`src/inc/ast_pkg.sv`:
```
// Register map, field positions and carriers of the serial transmitter.
// Assumes an APB slave with 32-bit data and one aligned word per register.
package ast_pkg;
    localparam int         ADDR_W            = 8;
    localparam logic [7:0] OFS_TX_STATUS_CTL = 8'h00;
    localparam logic [7:0] OFS_RX_STATUS_CTL = 8'h04;
    localparam logic [7:0] OFS_BAUD_CONTROL  = 8'h08;
    localparam logic [7:0] OFS_BAUD_DIV_LOW  = 8'h0C;
    localparam logic [7:0] OFS_BAUD_DIV_HIGH = 8'h10;
    localparam logic [7:0] OFS_TX_HOLDING    = 8'h14;
    localparam logic [7:0] OFS_IRQ_ENABLES   = 8'h18;
    localparam logic [7:0] OFS_IRQ_FLAGS     = 8'h1C;

    localparam int TXS_NINE_BIT   = 6;
    localparam int TXS_TX_ON      = 5;
    localparam int TXS_SYNC       = 4;
    localparam int TXS_HIGH_SPEED = 2;
    localparam int TXS_EMPTY      = 1;
    localparam int TXS_NINTH      = 0;
    localparam int RXS_PORT_ON    = 7;
    localparam int BDC_INVERT     = 4;
    localparam int BDC_WIDE       = 3;
    localparam int IEN_GLOBAL     = 2;
    localparam int IEN_PERIPHERAL = 1;
    localparam int IEN_TRANSMIT   = 0;
    localparam int FLG_ROOM       = 0;

    localparam logic [7:0] REG_RESET      = 8'h00;
    localparam logic [7:0] TXS_WRITE_MASK = 8'hFD;
    localparam logic [7:0] RXS_WRITE_MASK = 8'hF8;
    localparam logic [7:0] BDC_WRITE_MASK = 8'h1B;
    localparam logic [7:0] IEN_WRITE_MASK = 8'h07;
    localparam logic [2:0] IEN_ALL_ON     = 3'h7;

    localparam int         CYCLE_DIV    = 4;
    localparam logic [3:0] FRAME_BITS_8 = 4'hA;
    localparam logic [3:0] FRAME_BITS_9 = 4'hB;

    typedef struct packed {
        logic       ninth;
        logic [7:0] low;
    } ast_char_type;

    typedef struct packed {
        logic [15:0] divisor;
        logic        high_speed;
        logic        wide;
    } ast_baud_cfg_type;
endpackage : ast_pkg

```
`src/hdl/ast_tx_top.sv`:
```
// Transmit half of an asynchronous serial port with an APB register slave.
// Assumes a baud generator on ref_clk that takes baud_cfg and returns one
// baud_tick pulse per bit period, and a pad that obeys tx_pin_oe.
// Behaviour
// - Send only with transmitter on, async, port on.
// - Port on drives transmit pin as output.
// - Room flag sets once transmitter turns on.
// - Holding write starts send, moves if idle.
// - New character waits while shifter busy.
// - Pending move within one instruction cycle.
// - Invert bit flips idle and data levels.
// - Inversion applies in asynchronous operation only.
// - Room flag set when enabled, holding empty.
// - Room flag valid by second instruction cycle.
// - Room flag is read only.
// - Room flag independent of transmit interrupt enable.
// - Interrupt request when all three enables set.
// - Shifter empty clears on load until sent.
// - Shifter empty raises no interrupt.
// - Nine-bit mode sends ninth bit as MSB.
// - All nine bits captured together at write.
// - Frame is start, data, stop, one period each.
// - Data bits go least significant first.
// - Line rests at mark when idle.
// - Bit timing from external 8/16-bit divisor generator.
//
// Register access over APB and the register offsets were decided locally.
`timescale 1ns/1ps
module ast_tx_top
    import ast_pkg::*;
#(
    parameter int CYCLE_CLOCKS = CYCLE_DIV
) (
    input  wire logic              ref_clk,
    input  wire logic              reset_n,
    input  wire logic              psel,
    input  wire logic              penable,
    input  wire logic              pwrite,
    input  wire logic [ADDR_W-1:0] paddr,
    input  wire logic [31:0]       pwdata,
    output logic      [31:0]       prdata,
    output logic                   pready,
    output logic                   pslverr,
    input  wire logic              baud_tick,
    output ast_baud_cfg_type       baud_cfg,
    output logic                   baud_restart,
    output logic                   tx_pin_out,
    output logic                   tx_pin_oe,
    output logic                   irq_request
);
    logic [7:0]   txs_q;
    logic [7:0]   rxs_q;
    logic [7:0]   bdc_q;
    logic [7:0]   div_low_q;
    logic [7:0]   div_high_q;
    logic [2:0]   ien_q;
    ast_char_type hold_q;
    logic         hold_full_q;
    logic         hold_full_d;
    logic         room_q;
    logic         irq_q;
    logic [31:0]  prdata_q;
    logic [31:0]  rd_data;
    logic         pready_q;
    logic         pslverr_q;
    logic         pin_q;
    logic         oe_q;
    logic         restart_q;
    ast_baud_cfg_type baud_cfg_q;
    logic         tcy_tick;
    logic         line;
    logic         busy;

    // APB decode. The slave answers in the first access cycle.
    wire setup     = psel && !penable;
    wire wr        = psel && penable && pready_q && pwrite;
    wire hit_txs   = (paddr == OFS_TX_STATUS_CTL);
    wire hit_rxs   = (paddr == OFS_RX_STATUS_CTL);
    wire hit_bdc   = (paddr == OFS_BAUD_CONTROL);
    wire hit_dlow  = (paddr == OFS_BAUD_DIV_LOW);
    wire hit_dhigh = (paddr == OFS_BAUD_DIV_HIGH);
    wire hit_hold  = (paddr == OFS_TX_HOLDING);
    wire hit_ien   = (paddr == OFS_IRQ_ENABLES);
    wire hit_flags = (paddr == OFS_IRQ_FLAGS);
    wire hit_any   = hit_txs || hit_rxs || hit_bdc || hit_dlow ||
                     hit_dhigh || hit_hold || hit_ien || hit_flags;
    wire wr_hold   = wr && hit_hold;

    wire port_on      = rxs_q[RXS_PORT_ON];
    wire sync_mode    = txs_q[TXS_SYNC];
    wire tx_enabled   = txs_q[TXS_TX_ON] && !sync_mode && port_on;
    wire invert       = bdc_q[BDC_INVERT] && !sync_mode;
    wire shifter_empty = !busy;

    // A character moves only on an instruction-cycle boundary.
    wire load = hold_full_q && !busy && tcy_tick && tx_enabled;

    wire [7:0] txs_rd   = {txs_q[7:2], shifter_empty, txs_q[TXS_NINTH]};
    wire [7:0] flags_rd = {7'h00, room_q};

    always_comb begin
        if (hit_txs) begin
            rd_data = {24'h000000, txs_rd};
        end else if (hit_rxs) begin
            rd_data = {24'h000000, rxs_q};
        end else if (hit_bdc) begin
            rd_data = {24'h000000, bdc_q};
        end else if (hit_dlow) begin
            rd_data = {24'h000000, div_low_q};
        end else if (hit_dhigh) begin
            rd_data = {24'h000000, div_high_q};
        end else if (hit_hold) begin
            rd_data = {23'h000000, hold_q};
        end else if (hit_ien) begin
            rd_data = {29'h00000000, ien_q};
        end else if (hit_flags) begin
            rd_data = {24'h000000, flags_rd};
        end else begin
            rd_data = 32'h00000000;
        end
    end

    // A write in the cycle of a move still lands: the move takes the old
    // character and the new one refills the holding register.
    always_comb begin
        if (!tx_enabled) begin
            hold_full_d = 1'b0;
        end else if (wr_hold) begin
            hold_full_d = 1'b1;
        end else if (load) begin
            hold_full_d = 1'b0;
        end else begin
            hold_full_d = hold_full_q;
        end
    end

    always_ff @(posedge ref_clk) begin
        if (!reset_n) begin
            pready_q  <= 1'b0;
            pslverr_q <= 1'b0;
            prdata_q  <= 32'h00000000;
        end else begin
            pready_q  <= setup;
            pslverr_q <= setup && !hit_any;
            prdata_q  <= setup ? rd_data : prdata_q;
        end
    end

    always_ff @(posedge ref_clk) begin
        if (!reset_n) begin
            txs_q      <= REG_RESET;
            rxs_q      <= REG_RESET;
            bdc_q      <= REG_RESET;
            div_low_q  <= REG_RESET;
            div_high_q <= REG_RESET;
            ien_q      <= 3'h0;
        end else if (wr) begin
            if (hit_txs) begin
                txs_q <= pwdata[7:0] & TXS_WRITE_MASK;
            end
            if (hit_rxs) begin
                rxs_q <= pwdata[7:0] & RXS_WRITE_MASK;
            end
            if (hit_bdc) begin
                bdc_q <= pwdata[7:0] & BDC_WRITE_MASK;
            end
            if (hit_dlow) begin
                div_low_q <= pwdata[7:0];
            end
            if (hit_dhigh) begin
                div_high_q <= pwdata[7:0];
            end
            if (hit_ien) begin
                ien_q <= pwdata[2:0] & IEN_WRITE_MASK[2:0];
            end
        end
    end

    always_ff @(posedge ref_clk) begin
        if (!reset_n) begin
            hold_q      <= '0;
            hold_full_q <= 1'b0;
        end else begin
            if (wr_hold && tx_enabled) begin
                hold_q <= {txs_q[TXS_NINTH], pwdata[7:0]};
            end
            hold_full_q <= hold_full_d;
        end
    end

    // The flag follows the holding register only on instruction-cycle
    // edges, so a read right after a write may still see the old value.
    always_ff @(posedge ref_clk) begin
        if (!reset_n) begin
            room_q <= 1'b0;
        end else if (tcy_tick) begin
            room_q <= tx_enabled && !hold_full_q;
        end
    end

    // Only the room flag reaches the request; shifter empty is polled.
    always_ff @(posedge ref_clk) begin
        if (!reset_n) begin
            irq_q <= 1'b0;
        end else begin
            irq_q <= room_q && (ien_q == IEN_ALL_ON);
        end
    end

    always_ff @(posedge ref_clk) begin
        if (!reset_n) begin
            pin_q      <= 1'b1;
            oe_q       <= 1'b0;
            restart_q  <= 1'b0;
            baud_cfg_q <= '0;
        end else begin
            pin_q      <= (tx_enabled ? line : 1'b1) ^ invert;
            oe_q       <= port_on;
            restart_q  <= load;
            baud_cfg_q <= {div_high_q, div_low_q, txs_q[TXS_HIGH_SPEED],
                           bdc_q[BDC_WIDE]};
        end
    end

    ast_cycle_div #(
        .DIV (CYCLE_CLOCKS)
    ) u_cycle_div (
        .ref_clk (ref_clk),
        .reset_n (reset_n),
        .tick    (tcy_tick)
    );

    ast_shifter u_shifter (
        .ref_clk   (ref_clk),
        .reset_n   (reset_n),
        .clear     (!tx_enabled),
        .load      (load),
        .nine_bit  (txs_q[TXS_NINE_BIT]),
        .data      (hold_q),
        .baud_tick (baud_tick),
        .line      (line),
        .busy      (busy)
    );

    assign prdata       = prdata_q;
    assign pready       = pready_q;
    assign pslverr      = pslverr_q;
    assign baud_cfg     = baud_cfg_q;
    assign baud_restart = restart_q;
    assign tx_pin_out   = pin_q;
    assign tx_pin_oe    = oe_q;
    assign irq_request  = irq_q;
endmodule : ast_tx_top

```
`src/hdl/ast_cycle_div.sv`:
```
// Instruction-cycle enable divider for the serial transmitter.
// Assumes a free-running ref_clk; tick is a one-cycle pulse.
`timescale 1ns/1ps
module ast_cycle_div
    import ast_pkg::*;
#(
    parameter int DIV = CYCLE_DIV
) (
    input  wire logic ref_clk,
    input  wire logic reset_n,
    output logic      tick
);
    localparam int         W    = (DIV > 1) ? $clog2(DIV) : 1;
    localparam logic [W-1:0] LAST = W'(DIV - 1);

    logic [W-1:0] cnt_q;
    wire          at_last = (cnt_q == LAST);

    always_ff @(posedge ref_clk) begin
        if (!reset_n) begin
            cnt_q <= '0;
            tick  <= 1'b0;
        end else begin
            cnt_q <= at_last ? '0 : cnt_q + 1'b1;
            tick  <= at_last;
        end
    end
endmodule : ast_cycle_div

```
`src/hdl/ast_shifter.sv`:
```
// Frame shifter: start bit, eight or nine data bits, one stop bit.
// Assumes one-cycle baud_tick pulses on ref_clk, one per bit period.
`timescale 1ns/1ps
module ast_shifter
    import ast_pkg::*;
(
    input  wire logic          ref_clk,
    input  wire logic          reset_n,
    input  wire logic          clear,
    input  wire logic          load,
    input  wire logic          nine_bit,
    input  wire ast_char_type  data,
    input  wire logic          baud_tick,
    output logic               line,
    output logic               busy
);
    logic [10:0] sr_q;
    logic [3:0]  cnt_q;

    wire [10:0] frame_8 = {2'b11, data.low, 1'b0};
    wire [10:0] frame_9 = {1'b1, data, 1'b0};
    wire [10:0] frame   = nine_bit ? frame_9 : frame_8;

    always_ff @(posedge ref_clk) begin
        if (!reset_n || clear) begin
            sr_q  <= 11'h7FF;
            cnt_q <= 4'h0;
        end else if (load) begin
            sr_q  <= frame;
            cnt_q <= nine_bit ? FRAME_BITS_9 : FRAME_BITS_8;
        end else if (baud_tick && cnt_q != 4'h0) begin
            sr_q  <= {1'b1, sr_q[10:1]};
            cnt_q <= cnt_q - 4'h1;
        end
    end

    assign line = sr_q[0];
    assign busy = (cnt_q != 4'h0);
endmodule : ast_shifter

```
`config.mk`:
```
export PLATFORM = sky130hd
export DESIGN_NAME = ast_tx_top
export DESIGN_NICKNAME = d
export VERILOG_FILES = /design/src/inc/ast_pkg.sv /design/src/hdl/ast_tx_top.sv /design/src/hdl/ast_cycle_div.sv /design/src/hdl/ast_shifter.sv
export SDC_FILE = /design/constraint.sdc
export NUM_CORES = 1
export LEC_CHECK = 0
export ABC_AREA = 1
export BUFFER_PORTS_ARGS = -buffer_cell sky130_fd_sc_hd__buf_2
export CORE_MARGIN = 3
export CORE_UTILIZATION = 45
export DETAILED_ROUTE_END_ITERATION = 8
export PLACE_DENSITY = 0.72
export REMOVE_ABC_BUFFERS = 1
export SYNTH_ARGS = -nofsm -noshare
export SYNTH_HDL_FRONTEND = slang
export SYNTH_SLANG_ARGS = --single-unit
```
`constraint.sdc`:
```
create_clock -name ref_clk -period 1.45 [get_ports ref_clk]
set_input_delay 0.0725 -clock ref_clk [delete_from_list [all_inputs] [get_ports ref_clk]]
set_output_delay 0.0725 -clock ref_clk [all_outputs]
set_load 0.02 [all_outputs]
```
### Word-level counts from Yosys, hierarchy flattened

Cells that the tools add are included.

* register bits after elaboration: 120
* word-level logic and storage cells: 97

* bitwise logic cells: 2
* eq/ne operators: 9
* $add $sub $neg: 2
* reduce and logical (&&, ||, !) cells: 43
* mux-type cells: 17

Operator list (count)
* 32-bit two-way mux: 2
* 9-bit two-way mux: 4
* 8-bit by 5-bit equality test with 1-bit output, second input constant: 4
* 11-bit two-way mux: 2
* 8-bit by 4-bit equality test with 1-bit output, second input constant: 2
* 1-bit logical AND: 16
* 2-bit AND reduction: 7
* 10-bit two-way mux: 1
* 8-bit by 3-bit equality test with 1-bit output, second input constant: 1
* 8-bit logical NOT: 1
* 1-bit logical OR: 8
* 4-bit two-way mux: 2
* 1-bit logical NOT: 7
* 1-bit two-way mux: 5
* 2-bit nonzero test: 2
* 4-bit nonzero test: 1
* 4-bit by 1-bit subtractor with 4-bit output, second input constant: 1
* 3-bit equality test, second input constant: 1
* 3-bit two-way mux: 1
* 2-bit by 1-bit adder with 2-bit output, second input constant: 1
* 2-bit equality test, second input constant: 1
* 2-bit OR reduction: 1
* 1-bit NOT: 1
* 1-bit bitwise XOR: 1

### Depth between registers and ports, before layout

* depth after elaboration: 10
* depth in mapped cells: 11

### Cells and area by module

Synthesis repeated with hierarchy kept, for this count alone.

* cell total of the unflattened synthesis: 567
* area total of the unflattened synthesis: 4321.6 µm²

Modules (own cells, without submodules)
* ast_tx_top: cells an instance 464, area an instance 3457.1 µm², times used 1, sequential area each 1581.5 µm²
* ast_shifter: cells an instance 92, area an instance 765.7 µm², times used 1, sequential area each 280.3 µm²
* ast_cycle_div: cells an instance 11, area an instance 98.8 µm², times used 1, sequential area each 60.1 µm²

### Worst setup path before layout

Ideal clock, no wire load.

* kind: reg2reg
* start: register pready_q, in the netlist pready
* end: register hold_q[2] (netlist bit)
* clock period less this slack: 1.512 ns
* stages on the path, launching flop included: 9
* setup slack: -0.062 ns
* arrival: 1.396 ns
* cells stage by stage: dfxtp_1 > nand4_1 > inv_2 > nand2_4 > nor2_4 > inv_2 > buf_6 > o21ai_2 > a21oi_1

* cells in the longest elaborated chain, start to end: 4

RTL lines
* from (decl): RTL line ast_tx_top.sv:64 `logic pready_q;`
* from (signal assigned): RTL line ast_tx_top.sv:143 `pready_q <= setup;`
* 1-bit logical AND (2 in series): RTL line ast_tx_top.sv:76 `wire wr = psel && penable && pready_q && pwrite;`
* 1-bit logical AND: RTL line ast_tx_top.sv:87 `wire wr_hold = wr && hit_hold;`
* 1-bit logical AND: RTL line ast_tx_top.sv:184 `if (wr_hold && tx_enabled) begin`
* to (signal assigned): RTL line ast_tx_top.sv:185 `hold_q <= {txs_q[TXS_NINTH], pwdata[7:0]};`
* to (decl): RTL line ast_tx_top.sv:57 `ast_char_type hold_q;`

Every way passes these cells.
A chain may end at the register's enable or synchronous reset.

### Worst setup path after layout

* start: register u_shifter.cnt_q[0]
* end: register u_shifter.cnt_q[3]

* cells in the longest elaborated chain, start to end: 6
* elaborated cells between the ends (all ways): 10

RTL lines
* from (decl): RTL line ast_shifter.sv:18 `logic [3:0] cnt_q;`
* from (signal assigned): RTL line ast_shifter.sv:30 `cnt_q <= nine_bit ? FRAME_BITS_9 : FRAME_BITS_8;`
* from (signal assigned): RTL line ast_shifter.sv:33 `cnt_q <= cnt_q - 4'h1;`
* parallel branches: the longest is 6 deep, another holds 4-bit by 1-bit subtractor with 4-bit output

Several ways; the timed one is not identified. The select of a mux whose other input is x is not followed.

==> metrics.md <==
| Metric | Value |
|---|---|
| Worst skew pair latency | between 0.3 and 0.4 ns |
| Critical Path Start Type | register |
| Fmax | 721 MHz |
| Reg2reg setup slack | ~0.063 ns |
| Vias/cell | 5.07 |
| Xor and xnor area share after synthesis | 0% |
| Fin area | about 4800 um2 |
| Commonest non-fill, non-tap cells in the layout | dfxtp_1, nand2_1, nor2_1 |
| Core area | approximately 9000 um2 |
| DRC violations left | 0 |
| Fin Hold WS | 0.0203 ns |
| Mux share of post-synthesis cell area | 0% |
| 1st-iter DRT viols | 205 |
| Post-layout util | 54.8% |
| Total grt overflow | 0 |
| Ant diodes | 0 |
| IO Count | between 100 and 150 |
| Fill count | 839 |
| Clock Sinks | 96 |
| Crit path buf inv count | 3 |
| Fin. Hold Viols | 0 |
| Number of I/O port buffers | between 50 and 60 |
| Setup violations, final | 0 |
| Placement Setup Slack | -0.160 ns |
| Setup total negative slack | 0 ns |
| Number of antenna violations at the first check in global routing | 0 |
| Die Height | slightly above 100 um |
| Minimum clock period | 1.39 ns |
| Commonest non-fill, non-tap cell in the layout | dfxtp_1 |
| Worst setup EP type | register |
| Root Buffer | clkbuf_8 |
| GRT Overall Usage | between 20 and 25% |
| Placed Cells | ~700 |
| Worst-path clk slew | 0.09 ns |
| DR WL/cell | around 14 um |
| Worst stage delay on the critical path | 0.34 ns |
| Synth Area in Compound Gates | 14.5% |
| Mapped Cells | ~560 |
| Pin count of the biggest net entering global routing | 62 |
| Avg Inst Size Synth | ~7.5 um2 |
| Status | completed |
| Final std cells w/o fill | 740 |
| Total Nets Final | 675 |
| Initial Util | 47.1% |
| Final Skew | 0.00944 ns |
| Post-route setup slack | 0.0628 ns |
| Area grow syn2layout | 16.3% |
| Yosys reg bits | 96 |
| Sequential area share after synthesis | 46.1% |
| CTS Hold Bufs | 0 |
| Slowest-stage cell, CP | dfxtp_2 |
| CTS buffer count | 9 |
| Die X | 102 um |
| Distinct cells, synth | 37 |
| TritonRoute pass-1 iters | 4 |
| Count of pins over their slew limit | 0 |
| Post-synthesis simple-gate area fraction | around a quarter |
| Routability congestion estimate | 0.964 |
| Post-route ant nets | 0 |
| Cell Area, Synth | 4170 um2 |
| First-pass GRT wire length | 16400 um |
| Final worst-path cycle share | 95.7% |
| Most frequent CP cell | nor2_1 |
| Placed Area | roughly 4500 um2 |
| Family with the most delay on the worst path | flip-flops |
| Total power | 4.56 mW |
| CTS tree | yes |
| Critical Path AT | about 1.7 ns |
| Pleak | about 2.4 nW |
| Crit-path cells | inv_2, ha_4, nand3_4, nand2_2, buf_4, nor2_1, nor2_1, o31ai_1, inv_1 |
| Vias in the first global route | 3339 |
| Setup Crit Path Kind | reg -> reg |
| H-tree Lvls | 3 |
| Detailed Place HPWL | 7670 um |
| Clk buf depth | 2 |
| Max-Cap Viols | 0 |
| Worst endpoint required time | 1.71 ns |
| Via count | 3753 |
| Synthesized-area fraction occupied by adder cells | 0.600% |
| Main combinational cell family by area after synthesis | simple AND/OR/NAND/NOR gates |
| CP Max Fanout | 5 |
| Final wirelength | roughly 10000 um |
| Layout cells sized above 1 | a little under a quarter |
| Rows | 34 |
| Die area | 10500 um2 |
| Min-Delay Path Class | in -> reg |
| Syn. warnings | 0 |
| Pwr/cell area | roughly 940 nW/um2 |
| Peak supply drop | roughly 0.45 mV |
## cell type report
type	count	area (um2)	share of cell area [%]
Tap cell	108	135	2.79
Sequential cell	96	1920	39.7
Clock buffer	10	138	2.84
Timing Repair Buffer	76	477	9.84
Multi-Input combinational cell	368	1850	38.1
Inverter	76	292	6.02
Clock inverter	6	35.0	0.723
## what timing repair did
item                                    CTS  global route
pin swaps                                 0             3
endpoints found under the setup margin   13            20
resized for setup                         6            18
buffers inserted                          2             2
## worst paths after layout
check | from | to | cells after the start
max | u_shifter.cnt_q[0] | u_shifter.cnt_q[3] | 9
min | reset_n | baud_cfg[9] | 3
max reg2reg | u_shifter.cnt_q[0] | u_shifter.cnt_q[3] | 9
min reg2reg | div_low_q[3] | baud_cfg[5] | 2
## cell families (layout without fill, tap and decap cells)
logic type               after synthesis  after routing
AO/OA/AOI/OAI                        110            110
adder cells (fa/ha/maj)                2              2
buffers and inverters                116            168
flip-flops                            96             96
other                                  1             23
AND/OR/NAND/NOR                      233            233
## state kept, by name, summed over array words and instances (netlist names), 2 cells and up
signal,count
baud_cfg,18
bdc_q,4
div_high_q,8
div_low_q,8
hold_q,9
ien_q,3
prdata,9
rxs_q,5
txs_q,7
u_cycle_div.cnt_q,2
u_shifter.cnt_q,4
u_shifter.sr_q,10
## worst min-delay path, stage by stage
cell and delay, ns:
buf_2 0.16, nand2_1 0.08, inv_1 0.03
## where the power goes
group          internal (mW)  switching [mW]
Clock                  0.658           0.941
Combinational         0.0774           0.223
Sequential              2.65         0.00914
Total                   3.39            1.17
## cells in the mapped netlist (all sizes together)
cell type / count / area share (%)
nor2: 85 / 9.7
buf: 30 / 5.3
o21ai: 52 / 6.4
clkbuf: 10 / 0.90
clkinv: 2 / 0.21
o31ai: 1 / 0.18
o21a: 1 / 0.18
inv: 74 / 6.7
nand4: 1 / 0.15
nor3b: 1 / 0.18
o2111ai: 2 / 0.42
conb: 1 / 0.090
o221ai: 1 / 0.21
nor3: 3 / 0.36
a22oi: 8 / 1.4
dfxtp: 96 / 46
nand3: 43 / 5.4
o211ai: 2 / 0.36
nand2: 100 / 9.8
o22ai: 2 / 0.30
ha: 2 / 0.60
a21oi: 41 / 5.0
## layer usage
metal	vias to the layer above	GRT usage (%)	wire, um
li1	1873	-	-
met1	1738	28.7	4710
met2	121	31.3	4730
met3	21	2.73	673
met4	0	9.59	285
met5	-	0	0
Note: power is estimated with default switching activity, not from simulation.
